**src/verilog/vsc_pkg.sv**
```systemverilog
// Shared constants and types for the vision sensor control/status port
package vsc_pkg;
  localparam int CLK_PERIOD_NS = 10;
  localparam int SWITCH_MS = 150;
  localparam int SWITCH_CYCLES = SWITCH_MS * 1000000 / CLK_PERIOD_NS;
  localparam int DEBOUNCE_MS = 10;
  localparam int DEBOUNCE_CYCLES = DEBOUNCE_MS * 1000000 / CLK_PERIOD_NS;
  // Control byte bit positions
  localparam int CTL_EXT_EN = 0;
  localparam int CTL_PICK_LO = 1;
  localparam int CTL_PICK_HI = 4;
  localparam int CTL_CAPTURE = 6;
  localparam int CTL_ERR_CLR = 7;
  // Status byte bit positions
  localparam int STS_OPER = 0;
  localparam int STS_TRAINED = 1;
  localparam int STS_READY = 2;
  localparam int STS_GOOD = 3;
  localparam int STS_BAD = 5;
  // Models and data areas
  localparam logic [3:0] MODEL_NONE = 4'h0;
  localparam int MODEL_MAX = 15;
  localparam int SEND_BYTES = 32;
  localparam int RECV_BYTES = 10;
  localparam int DELAY_FIRST = 6;
  localparam logic [7:0] BYTE_RESET = 8'h00;
  localparam logic [7:0] CTRL_RESET = 8'h00;
  typedef enum logic [2:0] {
    SW_NONE,
    SW_START,
    SW_LOAD,
    SW_UNTRAINED,
    SW_RUN
  } vsc_sw_state_e;
endpackage : vsc_pkg

```
**src/verilog/vsc_sync2.sv**
```systemverilog
// Two flip-flop synchroniser for pin inputs
`timescale 1ns/10ps
module vsc_sync2 #(
  parameter int WIDTH = 8
) (
  // Clock and reset
  input wire logic ref_clk_i,
  input wire logic rst_i,
  // Asynchronous input and synchronised copy
  input wire logic [WIDTH-1:0] d_i,
  output logic [WIDTH-1:0] q_o
);
  logic [WIDTH-1:0] meta;

  always_ff @(posedge ref_clk_i) begin
    if (rst_i) begin
      meta <= '0;
      q_o <= '0;
    end else begin
      meta <= d_i;
      q_o <= meta;
    end
  end
endmodule : vsc_sync2

```
**src/verilog/vsc_pulse_hold.sv**
```systemverilog
// Stretches a one-cycle event to a fixed pulse length
`timescale 1ns/10ps
module vsc_pulse_hold #(
  parameter int CYCLES = 1000000
) (
  // Clock and reset
  input wire logic ref_clk_i,
  input wire logic rst_i,
  // Event in, held pulse out
  input wire logic event_i,
  output logic hold_o
);
  localparam int CW = $clog2(CYCLES + 1);
  localparam logic [CW-1:0] LOAD = CW'(CYCLES);
  logic [CW-1:0] count;
  logic [CW-1:0] next_count;

  assign next_count = event_i ? LOAD :
                      (count != '0) ? count - 1'b1 : count;

  always_ff @(posedge ref_clk_i) begin
    if (rst_i) begin
      count <= '0;
      hold_o <= 1'b0;
    end else begin
      count <= next_count;
      hold_o <= next_count != '0;
    end
  end
endmodule : vsc_pulse_hold

```
**src/verilog/vsc_ctrl_port.sv**
```systemverilog
// Control and status byte interpreter with model switchover sequencing
`timescale 1ns/10ps
module vsc_ctrl_port #(
  parameter int SWITCH_CYCLES = vsc_pkg::SWITCH_CYCLES,
  parameter int DEBOUNCE_CYCLES = vsc_pkg::DEBOUNCE_CYCLES
) (
  // Clock and reset
  input wire logic ref_clk_i,
  input wire logic rst_i,
  // Discrete control pins and status pins
  input wire logic [7:0] disc_ctrl_i,
  output logic [7:0] disc_status_o,
  // Fieldbus control and status bytes
  input wire logic fb_select_i,
  input wire logic [7:0] fb_ctrl_i,
  output logic [7:0] fb_status_o,
  // Fieldbus incoming data area
  input wire logic fb_wr_i,
  input wire logic [7:0] fb_wr_addr_i,
  input wire logic [7:0] fb_wr_data_i,
  output logic [31:0] trigger_delay_o,
  // Fieldbus outgoing data area
  input wire logic [7:0] fb_rd_addr_i,
  output logic [7:0] fb_rd_data_o,
  // Outgoing area fill from the image processor
  input wire logic snd_wr_i,
  input wire logic [7:0] snd_addr_i,
  input wire logic [7:0] snd_data_i,
  // Manual keypad
  input wire logic keypad_valid_i,
  input wire logic [3:0] keypad_pick_i,
  // Unit state from the processor
  input wire logic startup_done_i,
  input wire logic stop_i,
  input wire logic error_event_i,
  input wire logic [15:0] trained_mask_i,
  input wire logic load_done_i,
  input wire logic result_good_i,
  input wire logic result_bad_i,
  // Commands to the processor
  output logic [3:0] model_o,
  output logic load_req_o,
  output logic capture_o,
  output logic error_clear_o
);
  localparam int TW = $clog2(SWITCH_CYCLES + 1);
  localparam logic [TW-1:0] T_DONE = TW'(SWITCH_CYCLES - 1);
  localparam logic [7:0] BYTE_ZERO = vsc_pkg::BYTE_RESET;

  ////////////////////////////////////////////////////////////////////////////
  // Input capture
  logic [7:0] disc_sync;
  logic [7:0] disc_prev;
  logic [7:0] fb_prev;
  logic [3:0] pick_prev;

  vsc_sync2 #(
    .WIDTH(8)
  ) u_disc_sync (
    .ref_clk_i(ref_clk_i),
    .rst_i(rst_i),
    .d_i(disc_ctrl_i),
    .q_o(disc_sync)
  );

  always_ff @(posedge ref_clk_i) begin
    if (rst_i) begin
      disc_prev <= vsc_pkg::CTRL_RESET;
      fb_prev <= vsc_pkg::CTRL_RESET;
    end else begin
      disc_prev <= disc_sync;
      fb_prev <= fb_ctrl_i;
    end
  end

  ////////////////////////////////////////////////////////////////////////////
  // Command decode
  wire disc_cap_edge;
  wire fb_cap_edge;
  wire disc_clr_edge;
  wire fb_clr_edge;
  wire clr_any;
  wire cap_any;
  assign disc_cap_edge = disc_sync[vsc_pkg::CTL_CAPTURE] &
                         ~disc_prev[vsc_pkg::CTL_CAPTURE];
  assign fb_cap_edge = fb_ctrl_i[vsc_pkg::CTL_CAPTURE] &
                       ~fb_prev[vsc_pkg::CTL_CAPTURE];
  assign disc_clr_edge = disc_sync[vsc_pkg::CTL_ERR_CLR] &
                         ~disc_prev[vsc_pkg::CTL_ERR_CLR];
  assign fb_clr_edge = fb_ctrl_i[vsc_pkg::CTL_ERR_CLR] &
                       ~fb_prev[vsc_pkg::CTL_ERR_CLR];
  assign clr_any = disc_clr_edge | fb_clr_edge;
  assign cap_any = disc_cap_edge | fb_cap_edge;

  always_ff @(posedge ref_clk_i) begin
    if (rst_i) begin
      capture_o <= 1'b0;
      error_clear_o <= 1'b0;
    end else begin
      capture_o <= cap_any;
      error_clear_o <= clr_any;
    end
  end

  ////////////////////////////////////////////////////////////////////////////
  // Model selection
  wire [7:0] act_ctrl;
  wire ext_en;
  wire [3:0] pick;
  wire pick_stable;
  wire ext_req;
  wire key_req;
  wire sel_req;
  wire [3:0] sel_model;
  logic [3:0] applied;

  assign act_ctrl = fb_select_i ? fb_ctrl_i : disc_sync;
  assign ext_en = act_ctrl[vsc_pkg::CTL_EXT_EN];
  // Bit 5 is never looked at
  assign pick = act_ctrl[vsc_pkg::CTL_PICK_HI:
                         vsc_pkg::CTL_PICK_LO];
  assign pick_stable = pick == pick_prev;
  assign ext_req = ext_en & pick_stable &
                   (pick != vsc_pkg::MODEL_NONE) &
                   (pick != applied);
  assign key_req = ~ext_en & keypad_valid_i &
                   (keypad_pick_i != vsc_pkg::MODEL_NONE) &
                   (keypad_pick_i != applied);
  assign sel_req = ext_req | key_req;
  assign sel_model = ext_req ? pick : keypad_pick_i;

  always_ff @(posedge ref_clk_i) begin
    if (rst_i) begin
      pick_prev <= vsc_pkg::MODEL_NONE;
    end else begin
      pick_prev <= pick;
    end
  end

  always_ff @(posedge ref_clk_i) begin
    if (rst_i) begin
      applied <= vsc_pkg::MODEL_NONE;
    end else if (sel_req) begin
      applied <= sel_model;
    end
  end

  assign model_o = applied;

  ////////////////////////////////////////////////////////////////////////////
  // Switchover sequence
  vsc_pkg::vsc_sw_state_e state;
  vsc_pkg::vsc_sw_state_e next_state;
  logic [TW-1:0] timer;
  wire timer_done;
  wire model_ok;

  assign timer_done = timer == T_DONE;
  assign model_ok = trained_mask_i[applied];

  always_comb begin
    next_state = state;
    unique case (state)
      vsc_pkg::SW_NONE,
      vsc_pkg::SW_RUN,
      vsc_pkg::SW_UNTRAINED: begin
        if (sel_req) begin
          next_state = vsc_pkg::SW_START;
        end
      end
      vsc_pkg::SW_START: begin
        if (sel_req) begin
          next_state = vsc_pkg::SW_START;
        end else if (timer_done && model_ok) begin
          next_state = vsc_pkg::SW_LOAD;
        end else if (timer_done) begin
          next_state = vsc_pkg::SW_UNTRAINED;
        end
      end
      vsc_pkg::SW_LOAD: begin
        if (sel_req) begin
          next_state = vsc_pkg::SW_START;
        end else if (load_done_i) begin
          next_state = vsc_pkg::SW_RUN;
        end
      end
    endcase
  end

  always_ff @(posedge ref_clk_i) begin
    if (rst_i) begin
      state <= vsc_pkg::SW_NONE;
    end else begin
      state <= next_state;
    end
  end

  always_ff @(posedge ref_clk_i) begin
    if (rst_i) begin
      timer <= '0;
    end else if (sel_req || state != vsc_pkg::SW_START) begin
      timer <= '0;
    end else if (!timer_done) begin
      timer <= timer + 1'b1;
    end
  end

  always_ff @(posedge ref_clk_i) begin
    if (rst_i) begin
      load_req_o <= 1'b0;
    end else begin
      load_req_o <= state == vsc_pkg::SW_START &&
                    next_state == vsc_pkg::SW_LOAD;
    end
  end

  ////////////////////////////////////////////////////////////////////////////
  // Error state
  logic err_pending;

  always_ff @(posedge ref_clk_i) begin
    if (rst_i) begin
      err_pending <= 1'b0;
    end else if (error_event_i) begin
      err_pending <= 1'b1;
    end else if (clr_any) begin
      err_pending <= 1'b0;
    end
  end

  ////////////////////////////////////////////////////////////////////////////
  // Result pulses
  logic good_hold;
  logic bad_hold;

  vsc_pulse_hold #(
    .CYCLES(DEBOUNCE_CYCLES)
  ) u_good_hold (
    .ref_clk_i(ref_clk_i),
    .rst_i(rst_i),
    .event_i(result_good_i),
    .hold_o(good_hold)
  );

  vsc_pulse_hold #(
    .CYCLES(DEBOUNCE_CYCLES)
  ) u_bad_hold (
    .ref_clk_i(ref_clk_i),
    .rst_i(rst_i),
    .event_i(result_bad_i),
    .hold_o(bad_hold)
  );

  ////////////////////////////////////////////////////////////////////////////
  // Status bytes
  wire trained_now;
  wire ready_now;
  wire [7:0] next_disc_status;
  wire [7:0] next_fb_status;

  assign trained_now = state == vsc_pkg::SW_LOAD ||
                       state == vsc_pkg::SW_RUN;
  assign ready_now = state == vsc_pkg::SW_RUN && startup_done_i &&
                     !stop_i;

  generate
    for (genvar b = 0; b < 8; b++) begin : g_sts
      if (b == vsc_pkg::STS_OPER) begin : g_oper
        assign next_disc_status[b] = ~err_pending;
        assign next_fb_status[b] = ~err_pending & startup_done_i;
      end else if (b == vsc_pkg::STS_TRAINED) begin : g_trn
        assign next_disc_status[b] = trained_now;
        assign next_fb_status[b] = trained_now;
      end else if (b == vsc_pkg::STS_READY) begin : g_rdy
        assign next_disc_status[b] = ready_now;
        assign next_fb_status[b] = ready_now;
      end else if (b == vsc_pkg::STS_GOOD) begin : g_good
        assign next_disc_status[b] = good_hold;
        assign next_fb_status[b] = good_hold;
      end else if (b == vsc_pkg::STS_BAD) begin : g_bad
        assign next_disc_status[b] = bad_hold;
        assign next_fb_status[b] = bad_hold;
      end else begin : g_zero
        assign next_disc_status[b] = 1'b0;
        assign next_fb_status[b] = 1'b0;
      end
    end
  endgenerate

  always_ff @(posedge ref_clk_i) begin
    if (rst_i) begin
      disc_status_o <= BYTE_ZERO;
      fb_status_o <= BYTE_ZERO;
    end else begin
      disc_status_o <= next_disc_status;
      fb_status_o <= next_fb_status;
    end
  end

  ////////////////////////////////////////////////////////////////////////////
  // Fieldbus incoming area
  logic [7:0] recv_area [vsc_pkg::RECV_BYTES];

  generate
    for (genvar i = 0; i < vsc_pkg::RECV_BYTES; i++) begin : g_recv
      always_ff @(posedge ref_clk_i) begin
        if (rst_i) begin
          recv_area[i] <= BYTE_ZERO;
        end else if (fb_wr_i && fb_wr_addr_i == 8'(i)) begin
          recv_area[i] <= fb_wr_data_i;
        end
      end
    end
  endgenerate

  // Delay word, most significant byte first
  assign trigger_delay_o = {recv_area[vsc_pkg::DELAY_FIRST],
                            recv_area[vsc_pkg::DELAY_FIRST + 1],
                            recv_area[vsc_pkg::DELAY_FIRST + 2],
                            recv_area[vsc_pkg::DELAY_FIRST + 3]};

  ////////////////////////////////////////////////////////////////////////////
  // Fieldbus outgoing area
  logic [7:0] send_area [vsc_pkg::SEND_BYTES];
  wire rd_in_range;

  assign rd_in_range = fb_rd_addr_i < 8'(vsc_pkg::SEND_BYTES);

  generate
    for (genvar i = 0; i < vsc_pkg::SEND_BYTES; i++) begin : g_send
      always_ff @(posedge ref_clk_i) begin
        if (rst_i) begin
          send_area[i] <= BYTE_ZERO;
        end else if (snd_wr_i && snd_addr_i == 8'(i)) begin
          send_area[i] <= snd_data_i;
        end
      end
    end
  endgenerate

  always_ff @(posedge ref_clk_i) begin
    if (rst_i) begin
      fb_rd_data_o <= BYTE_ZERO;
    end else if (rd_in_range) begin
      fb_rd_data_o <= send_area[fb_rd_addr_i[4:0]];
    end else begin
      fb_rd_data_o <= BYTE_ZERO;
    end
  end
endmodule : vsc_ctrl_port

```
**config.mk**
```make
export PLATFORM = sky130hd
export DESIGN_NAME = vsc_ctrl_port
export DESIGN_NICKNAME = d
export VERILOG_FILES = /design/src/verilog/vsc_pkg.sv /design/src/verilog/vsc_sync2.sv /design/src/verilog/vsc_pulse_hold.sv /design/src/verilog/vsc_ctrl_port.sv
export SDC_FILE = /design/constraint.sdc
export NUM_CORES = 1
export LEC_CHECK = 0
export ABC_AREA = 1
export BUFFER_PORTS_ARGS = -buffer_cell sky130_fd_sc_hd__buf_2
export CELL_PAD_IN_SITES_DETAIL_PLACEMENT = 0
export CELL_PAD_IN_SITES_GLOBAL_PLACEMENT = 2
export CORE_UTILIZATION = 40
export CTS_CLUSTER_DIAMETER = 200
export DETAILED_ROUTE_END_ITERATION = 6
export HOLD_SLACK_MARGIN = 0.05
export PLACE_DENSITY = 0.82
export SLEW_MARGIN = 15
export SYNTH_ARGS = -nofsm -noshare
export SYNTH_HDL_FRONTEND = slang
export SYNTH_SLANG_ARGS = --single-unit
```
**constraint.sdc**
```tcl
create_clock -name ref_clk_i -period 4.4 [get_ports ref_clk_i]
set_clock_uncertainty 0.15 [all_clocks]
set_input_delay 1.32 -clock ref_clk_i [delete_from_list [all_inputs] [get_ports ref_clk_i]]
set_output_delay 1.32 -clock ref_clk_i [all_outputs]
set_load 0.01 [all_outputs]
```
* Word-level counts from Yosys, hierarchy flattened *
Memory sizes are Yosys's and may differ from the RTL's. A register that Yosys moved wholly into a read port is not among the register bits.
Cells that the tools add are included.

operators by class
  add/subtract/negate cells = 3
  order comparisons = 2
  equality and inequality tests = 50
  multiplexer cells = 187
  bitwise gates (word level) = 63
  reductions and logical operators = 62

operator list
  cell                     number
  $mux W8                  42
  $mux W1                  131
  $eq A8 B5 Y1 const B     16
  $eq A8 B4 Y1 const B     10
  $mux W20                 4
  $reduce_bool A20 Y1      4
  $eq A8 B3 Y1 const B     8
  $logic_and A1 B1 Y1      46
  $or A1 B1 Y1             45
  $sub A20 B1 Y20 const B  2
  $eq A8 B2 Y1 const B     4
  $add A24 B1 Y24 const B  1
  $eq A24 B24 Y1 const B   1
  $mux W3                  6
  $eq A8 B1 Y1 const B     2
  $logic_not A8 Y1         2
  $and A1 B1 Y1            11
  $eq A3 B2 Y1 const B     3
  $pmux W3 S3              1
  $lt A8 B6 Y1 const B     1
  $ne A4 B4 Y1             2
  $reduce_bool A4 Y1       2
  $not A1 Y1               7
  $lt A4 B5 Y1 const B     1
  13 further kinds         15

storage, ports and cells
  flip-flop bits (word level) = 129
  RAM bits = 336
  input port bits = 88
  memories = 2

memories
  memory     depth  width  rd ports  clocked after Yosys merged registers in  wr ports  RTL line              source
  send_area  32     8      1         1                                        32        vsc_ctrl_port.sv:324  logic [7:0] send_area [vsc_pkg::SEND_BYTES];
  recv_area  10     8      4         0                                        10        vsc_ctrl_port.sv:302  logic [7:0] recv_area [vsc_pkg::RECV_BYTES];

* Longest topological paths before layout *
Gate-level depths: netlist of run 1.

  depth in word-level cells = 10
  gate-level depth with buffers = 15
  mapped depth without buffers = 14

* Cells and area by module *
A second synthesis of run 1 with hierarchy kept.

second synthesis, totals
  cells, all modules = 2154
  area, all modules = 19014.5 um2

modules (own cells, without submodules)
  module          times used  cells each  area an instance (um2)  sequential area each (um2)
  vsc_ctrl_port   1           1690        15887.7                 9789.4
  vsc_pulse_hold  2           207         1326.3                  420.4
  vsc_sync2       1           50          474.2                   320.3

* Worst setup path after synthesis of run 1 *
Ideal clock, no wire load.

  path type = in2reg
  start = input fb_wr_addr_i[7]
  end = memory recv_area[6][0] (netlist: recv_area[3][0]), enable pin
  data arrival time = 2.570 ns
  slack = 1.296 ns
  stages on the path = 5
  buffers on the path = 0
  cells stage by stage = nor2_1 -> nand2_1 -> nor3_1 -> nand4_1 -> o21ai_0

RTL lines
  item             RTL line              source
  start, declared  vsc_ctrl_port.sv:19   input wire logic [7:0] fb_wr_addr_i,
  end, declared    vsc_ctrl_port.sv:302

* Worst setup path after layout of run 1 *
  start = register applied[0] (netlist: model_o[0])
  end = output model_o[0]

RTL lines
  item                    RTL line              source
  start, declared         vsc_ctrl_port.sv:115  logic [3:0] applied;
  start signal, assigned  vsc_ctrl_port.sv:142  applied <= vsc_pkg::MODEL_NONE;
  start signal, assigned  vsc_ctrl_port.sv:144  applied <= sel_model;
  end, declared           vsc_ctrl_port.sv:41   output logic [3:0] model_o,

No word-level cell between the ends.

==> impl_metrics.ini, run 1 <==
[outcome]
status = complete, but fails checks
violations = design-rule violations

[final_layout]
fillers = 4513
num_antenna_cells = 0
syn_to_final_growth_pct = 14.6
postLayoutCoreUtil = 0.468
drive_gt1_frac = 0.126
nets = 2304

[synth]
synth-edff-count = 288
syn-cell-area_sq_um = 18700
synth_ff_type = edfxtp_1
synth_seq_cells = 401
yosysWarnings = 0
ys_seq_area_frac = 0.584
yosysUniqueCellTypes = 48
async_flop_share = 0
syn_area_per_cell_sq_um = 8.88
synthCells = 2105

[critical_path]
start_kind = register
cpPeakStageDelay_ns = 0.59
slowest_stage = dfxtp_1
r2r_cells = 10
crit_type = register to output port
r2r_end = u_good_hold.hold_o
cp_top_family = flip-flops
crit_arrival_ns = 1.37
path_cells = buf_2
crit_required_ns = 2.93
cp_max_fo = 12
end_kind = output port
worstReg2RegStart = u_good_hold.count[9]
reg2reg_setup_slack_ns = 1.77
path_buf_inv = 1

[cts]
root_buffer = clkbuf_16
cts_inserted_buffers = 46
cts_resized = 0
cts_buffer_depth = 3
post_cts_buffers = 0
cts_tree = done
clkSinkCount = 401
clk_pin_slew_ns = 0.06
cts_htree_levels = 2
postCtsHoldBufs = 0
clock_latency_ns = 0.59

[place]
pre_cts_slack_ns = 1.02
dp_hpwl_um = 33800
portBuffers = 142
gp_congestion = 0.799

[power]
total_power_uw = 9050
power.leakage_uw = 0.00850
max-vdd-ir-drop_mv = 0.235
power_density_nw_per_um2 = 423

[grt]
overflow = 0
grt_pass1_wl_um = 79100
grt_pass1_vias = 14100
track_usage = 0.215
antenna_found_initial = 1
grt_max_degree = 76

[worst_hold_path]
worstHoldStart = u_disc_sync.meta[7]
hp-class = register to register
holdPathEnd = u_disc_sync.q_o[7]
holdPathStages = 2

[timing]
maxSlewViolCount = 0
min_period_ns = 2.84
post-route-period-util = 0.646
clock.fmax_ghz = 0.352
hold_viol_final = 0
worst_slack_ns = 1.56
tightest_slew_ns = 0.893
setup_tns_ns = 0
relSlewSlack = 0.404
grt_setup_unrepaired = false
setup_violations = 0

[floorplan]
core_area_sq_um = 45800
dieArea_sq_um = 47600
rows = 78
dieHeight_um = 218
initial_core_util = 0.408
top_level_ports = 151
die_w_um = 218

[routing]
routed_wirelength_um = 50700
drc = 4
vias_per_cell = 5.17
wl_per_cell_um = 17.8
via_count = 14700
drtPass1Iterations = 7
ant_nets = 0
drtIter0Drc = 1103

[flow_run]
maxCapViolCount = 0
## layer usage
layer,part of all wire,GRT usage,up-vias
met5,0.00026,0,-
met1,0.45,0.299,6962
li1,-,-,7251
met4,0.019,0.0573,2
met3,0.065,0.0349,69
met2,0.47,0.347,432
## cell usage in the layout, fill, tap and decap left out, types with 5 or more instances in the layout
cell	instances
a21oi_1	32
buf_2	141
buf_4	28
clkbuf_1	12
clkbuf_16	47
clkinv_1	9
clkinv_2	8
conb_1	6
dfxtp_1	113
edfxtp_1	288
ha_1	5
inv_1	139
nand2_1	293
nand3_1	137
nand3b_1	13
nand4_1	19
nor2_1	605
nor2_2	18
nor3_1	19
nor4_1	5
o21ai_0	157
o221ai_1	51
o22ai_1	14
xnor2_1	11
xor2_1	24
## worst reg2reg max path: cells and delay by family (launching register included)
kind          cells  cell delay (ns)
simple gates     10             2.01
flops             1             0.34
## per-stage QoR
stage	cell area (sq um)	cells	hold slack, ns
detailed placement	19900	2763	0.242
global route	21400	2849	0.262
floorplan	18700	2110	0.238
global placement	19900	2763	0.240
finish	21400	2849	0.249
CTS	21400	2849	0.250
## power by group
part	switching, uW	internal (uW)
clock	1570	2220
combinational	667	287
sequential	80.7	4230
## worst max-delay path by stage
stage	start	endpoint	slack, ns	depth (start not counted)
final	model_o[0]	model_o[0]	1.56	1
after global placement	fb_rd_addr_i[3]	fb_rd_data_o[7]	1.03	6
after global routing	fb_rd_addr_i[0]	fb_rd_data_o[7]	1.45	8
after floorplan	fb_wr_addr_i[7]	recv_area[3][0]	1.30	5
after CTS	model_o[0]	model_o[0]	1.53	1
after detailed placement	fb_rd_addr_i[0]	fb_rd_data_o[7]	1.02	8
## logic make-up (layout without fill, tap and decap cells)
family	after synthesis	count (layout)	share of synthesized area
fa+ha+maj	5	5	0.00335
other cells	1	6	0.000201
flops	401	401	0.584
buf+inv	267	406	0.0582
compound gates	270	270	0.0860
mux	1	1	0.000602
xor+xnor	36	36	0.0173
simple gates	1124	1124	0.251
## cells in the mapped netlist, types with 19 or more instances
master / instances / share of area
nor2_1: 605 / 0.12
nand2_1: 293 / 0.059
edfxtp_1: 288 / 0.46
o21ai_0: 157 / 0.042
inv_1: 141 / 0.028
nand3_1: 137 / 0.037
dfxtp_1: 113 / 0.12
clkbuf_1: 80 / 0.016
o221ai_1: 51 / 0.024
a21oi_1: 32 / 0.0086
xor2_1: 24 / 0.011
nor3_1: 20 / 0.0054
nand4_1: 19 / 0.0064
## layout make-up
type                       count  area, sq um  share of cell area
inverter                     148          557              0.0260
tap                          600          751              0.0351
sequential                   401        10900               0.509
clock inverter                23          216              0.0101
clock buffer                  63         1280              0.0596
timing repair buffer         172          976              0.0456
multi-input combinational   1442         6730               0.314
## flip-flops by register name, indices dropped and copies added, names as in the netlist, 3 cells and up
name and cells:
recv_area 32, disc_status_o 5, u_disc_sync.q_o 7, model_o 4, state 3, fb_rd_data_o 8
pick_prev 4, send_area 256, u_good_hold.count 20, u_bad_hold.count 20, timer 24, u_disc_sync.meta 7
No activity file was read; power rests on OpenSTA's default activity.
==> run 2: changes to the inputs <==
--- a/config.mk
+++ b/config.mk
@@ -9,11 +9,11 @@
 export BUFFER_PORTS_ARGS = -buffer_cell sky130_fd_sc_hd__buf_2
 export CELL_PAD_IN_SITES_DETAIL_PLACEMENT = 0
 export CELL_PAD_IN_SITES_GLOBAL_PLACEMENT = 2
-export CORE_UTILIZATION = 40
+export CORE_UTILIZATION = 34
 export CTS_CLUSTER_DIAMETER = 200
 export DETAILED_ROUTE_END_ITERATION = 6
 export HOLD_SLACK_MARGIN = 0.05
-export PLACE_DENSITY = 0.82
+export PLACE_DENSITY = 0.74
 export SLEW_MARGIN = 15
 export SYNTH_ARGS = -nofsm -noshare
 export SYNTH_HDL_FRONTEND = slang
==> constraint.sdc (replaced) <==
create_clock -name ref_clk_i -period 2.5 [get_ports ref_clk_i]
set_clock_uncertainty 0.15 [all_clocks]
set_input_delay 0.75 -clock ref_clk_i [delete_from_list [all_inputs] [get_ports ref_clk_i]]
set_output_delay 0.75 -clock ref_clk_i [all_outputs]
set_load 0.01 [all_outputs]
==> impl_metrics.ini, run 2 (synthesized netlist as in run 1, its figures left out) <==
[place]
dp.cells = 2945
portBuffers = 142
gp_congestion = 0.809
dp_hpwl_um = 37000

[final_layout]
regMostFlops = send_area
largest_reg_flops = 256
final_common_cell = nor2_1
nets = 2391
final_cell_mix = nor2_1, nand2_1, edfxtp_1
fillers = 5445
fin_cells = 3029
drive_gt1_frac = 0.154
top_regs = send_area (256), recv_area (32), timer (24)
num_antenna_cells = 0
syn_to_final_growth_pct = 20.4

[critical_path]
cp_max_fo = 8
path_cells = nor2_1 > nand2_1 > nor2_2 > nand3_1 > nand3_1 > nand3_1 > nor2_1 > nand2_1 > nor2_1 > nor2_1
crit_arrival_ns = 2.54
start_kind = register
cpPeakStageDelay_ns = 0.34
crit_required_ns = 2.79
slowest_stage = dfxtp_1
end_kind = register
path_common_cell = nor2_1
crit_type = register to register

[cts]
post_cts_buffers = 0
cts_resized = 0
postCtsHoldBufs = 0
clock_latency_ns = 0.58
cts_htree_levels = 2
cts_inserted_buffers = 47
root_buffer = clkbuf_16
clk_pin_slew_ns = 0.05
cts_tree = done
cts_buffer_depth = 3
clkSinkCount = 401

[floorplan]
rows = 85
dieHeight_um = 236
top_level_ports = 151
initial_core_util = 0.346
die_w_um = 236
dieArea_sq_um = 55900
core_area_sq_um = 54000

[power]
p_comb_frac = 0.118
power_density_nw_per_um2 = 720
p_seq_frac = 0.469
clkPwrFrac = 0.413
max-vdd-ir-drop_mv = 0.504
intPower_uw = 12100
power.leakage_uw = 0.00903
sw_frac_of_total = 0.254
p_sw_uw = 4110

[routing]
ant_nets = 0
drtIter0Drc = 1109
vias_per_cell = 4.94
drtPass1Iterations = 5
routed_wirelength_um = 54400
wl_per_cell_um = 18.0
via_count = 15000
drc = 0

[timing]
relSlewSlack = 0.603
grt_setup_unrepaired = false
hold_ws_ns = 0.188
maxSlewViolCount = 0
min_period_ns = 2.24
clock.fmax_ghz = 0.446
hold_viol_final = 0
setup_violations = 0
post-route-period-util = 0.898
tightest_slew_ns = 0.593

[grt]
grt_max_degree = 65
met3_usage = 0.0289
track_usage = 0.196
grt_pass1_wl_um = 84800
grtUsageMet1 = 0.253
grt_pass1_vias = 15000
antenna_found_initial = 1
gr-usage-met2 = 0.341
grt.busiest_layer = met2
overflow = 0

[outcome]
status = completed

[worst_hold_path]
hp-class = input port to register

[flow_run]
maxCapViolCount = 0
-- run 2: changes by cell type in the layout (fill, tap and decap cells not counted), sizes merged --
cell,delta
buf,+86
clkinv,+3
clkinvlp,-3
inv,-3
bufinv,+1
-- run 2: layout make-up --
type	instances	area, sq um	share of cell area
multi-input cells	1442	6730	0.299
repair buffers	258	1960	0.0871
clock buffers	63	1280	0.0568
well taps	696	871	0.0387
inverters	148	557	0.0247
clock inverters	21	194	0.00862
flip-flops and latches	401	10900	0.485
-- run 2: worst paths after layout --
kind,startpoint,to,slack [ns],cells past startpoint
max reg2reg,u_good_hold.count[9],u_good_hold.hold_o,0.26,10
min,stop_i,disc_status_o[2],0.19,2
max,u_good_hold.count[9],u_good_hold.hold_o,0.26,10
min reg2reg,u_disc_sync.meta[6],u_disc_sync.q_o[6],0.25,2
-- run 2: metrics by stage --
step / setup TNS (ns) / instance area [sq um] / util / setup WS (ns) / power (uW)
3_5_place_dp: -0.159 / 21000 / 0.389 / -0.0110 / 9640
4_1_cts: 0 / 22500 / 0.416 / 0.254 / 16400
3_3_place_gp: -0.0132 / 21000 / 0.389 / -0.0131 / 9630
5_1_grt: 0 / 22500 / 0.416 / 0.0519 / 16900
2_1_floorplan: -0.539 / 18700 / - / -0.0337 / 8830
6_report: 0 / 22500 / 0.416 / 0.256 / 16200
-- run 2: power groups by stage --
stage | sequential, uW | combinational (uW) | clock (uW)
after global routing | 7620 | 2140 | 7110
after detailed placement | 7720 | 1920 | 0
after global placement | 7720 | 1910 | 0
final | 7590 | 1910 | 6690
after CTS | 7590 | 1930 | 6860
after floorplan | 7690 | 1130 | 0
-- run 2: critical path, delay by kind of cell, from the launching register on --
kind	cells	cell delay [ns]
simple gates	10	1.61
flops	1	0.34
-- run 2: metal layers --
layer  routed length (um)  up-vias
met4                 1070        2
met3                 2750       72
met2                26400      374
met1                24200     7100
met5                   13        -
li1                     -     7423
==> run 3: changes to the inputs <==
--- a/config.mk
+++ b/config.mk
@@ -13,7 +13,7 @@
 export CTS_CLUSTER_DIAMETER = 200
 export DETAILED_ROUTE_END_ITERATION = 6
 export HOLD_SLACK_MARGIN = 0.05
-export PLACE_DENSITY = 0.74
+export PLACE_DENSITY_LB_ADDON = 0.15
 export SLEW_MARGIN = 15
 export SYNTH_ARGS = -nofsm -noshare
 export SYNTH_HDL_FRONTEND = slang
==> impl_metrics.ini, run 3 (synthesized netlist as in run 1, its figures left out) <==
[critical_path]
r2r_end = u_good_hold.hold_o
r2r_cells = 13
slowest_stage = dfxtp_1
end_kind = register
path_common_cell = nor2_1
path_cells = nor2_1 > nand2_1 > nor2_2 > buf_4 > nand3_1 > nor2_1 > nor2_1 > nand2_1 > nand2_1 > nor2_1 > nand3_1 > nor2_1 > nor2_1
reg2reg_setup_slack_ns = 0.24
cp_top_family = simple AND/OR/NAND/NOR gates
crit_cells = 13
cp_max_fo = 8
path_buf_inv = 1
start_kind = register
cpPeakStageDelay_ns = 0.34
crit_end = u_good_hold.hold_o
worstReg2RegStart = u_good_hold.count[9]
crit_type = register to register
crit_required_ns = 2.78
crit_arrival_ns = 2.54
crit_start = u_good_hold.count[9]

[final_layout]
drive_gt1_frac = 0.165
regMostFlops = send_area
fin_cells = 3043
final_cell_mix = nor2_1, nand2_1, edfxtp_1
nets = 2403
largest_reg_flops = 256
fillers = 5423
syn_to_final_growth_pct = 22.2
top_regs = send_area (256), recv_area (32), timer (24)
final_common_cell = nor2_1
num_antenna_cells = 0

[cts]
clk_pin_slew_ns = 0.06
clkSinkCount = 401
cts_tree = done
postCtsHoldBufs = 0
root_buffer = clkbuf_16
cts_htree_levels = 2
clock_latency_ns = 0.57
cts_inserted_buffers = 48
cts_buffer_depth = 3

[timing]
tightest_slew_ns = 0.793
clock.fmax_ghz = 0.443
setup_tns_ns = 0
grt_setup_unrepaired = false
hold_ws_ns = 0.183
post-route-period-util = 0.904
min_period_ns = 2.26
maxSlewViolCount = 0
relSlewSlack = 0.471
hold_viol_final = 0
setup_violations = 0

[routing]
via_count = 15000
ant_nets = 0
wl_per_cell_um = 18.1
drtIter0Drc = 924
vias_per_cell = 4.94
drc = 0
drtPass1Iterations = 5
routed_wirelength_um = 55100

[grt]
antenna_found_initial = 0
grt_pass1_vias = 15000
grt_pass1_wl_um = 86000
track_usage = 0.199
grt_max_degree = 72
overflow = 0

[power]
clkPwrFrac = 0.431
sw_frac_of_total = 0.249
intPower_uw = 12600
total_power_uw = 16800
p_sw_uw = 4180
max-vdd-ir-drop_mv = 0.517
p_seq_frac = 0.453
power_density_nw_per_um2 = 734
p_comb_frac = 0.116
power.leakage_uw = 0.00920

[place]
portBuffers = 142
dp.cells = 2956
dp_hpwl_um = 38100
gp_congestion = 0.805

[worst_hold_path]
hp-class = input port to register
worstHoldStart = stop_i

[floorplan]
die_w_um = 236
dieHeight_um = 236
top_level_ports = 151
core_area_sq_um = 54000
rows = 85
initial_core_util = 0.346
dieArea_sq_um = 55900

[outcome]
status = completed

[flow_run]
maxCapViolCount = 0
run 3: what timing repair did:
action / CTS / global route
gates resized for setup: 0 / 2
endpoints found under the setup margin: 0 / 1
hold endpoints to repair: 0 / 0
buffers inserted: 0 / 0
run 3: final cells by class:
type / count / area (sq um) / area share
Multi-Input combinational cell: 1442 / 6730 / 0.295
Timing Repair Buffer: 269 / 2140 / 0.0938
Inverter: 148 / 557 / 0.0244
Clock inverter: 30 / 347 / 0.0152
Tap cell: 696 / 871 / 0.0381
Clock buffer: 57 / 1280 / 0.0559
Sequential cell: 401 / 10900 / 0.478
run 3: routing by layer:
metal  part of all wire  track usage
met3              0.046       0.0270
met4              0.019       0.0545
met2               0.49        0.344
met5                  0            0
met1               0.45        0.259
run 3: power groups by stage:
stage	Combinational (uW)	Sequential (uW)	Clock, uW
2_1_floorplan	1130	7690	0
3_3_place_gp	1960	7720	0
3_5_place_dp	1960	7730	0
4_1_cts	1960	7590	7420
5_1_grt	2180	7620	7650
6_report	1940	7590	7230
run 3: through the flow:
step | util | area (sq um) | worst slack, ns
after floorplan | - | 18700 | -0.0337
after global placement | 0.393 | 21200 | 0.0129
after detailed placement | 0.393 | 21200 | -0.00766
after CTS | 0.423 | 22800 | 0.0673
after global routing | 0.423 | 22800 | 0.00790
final | 0.423 | 22800 | 0.241
run 3: worst min path at each step:
stage	slack [ns]	depth (start not counted)	endpoint
floorplan	0.24	2	disc_status_o[3]
global placement	0.24	2	u_disc_sync.q_o[3]
detailed placement	0.24	2	u_disc_sync.q_o[4]
CTS	0.14	2	disc_status_o[2]
global route	0.15	2	disc_status_o[2]
finish	0.18	2	disc_status_o[2]
run 3: worst register-to-register path: stages, from the launching register on:
cell and delay [ns]:
dfxtp_1 0.34, nor2_1 0.19, nand2_1 0.15, nor2_2 0.17, buf_4 0.15, nand3_1 0.26
nor2_1 0.18, nor2_1 0.05, nand2_1 0.08, nand2_1 0.05, nor2_1 0.10, nand3_1 0.08
nor2_1 0.11, nor2_1 0.05
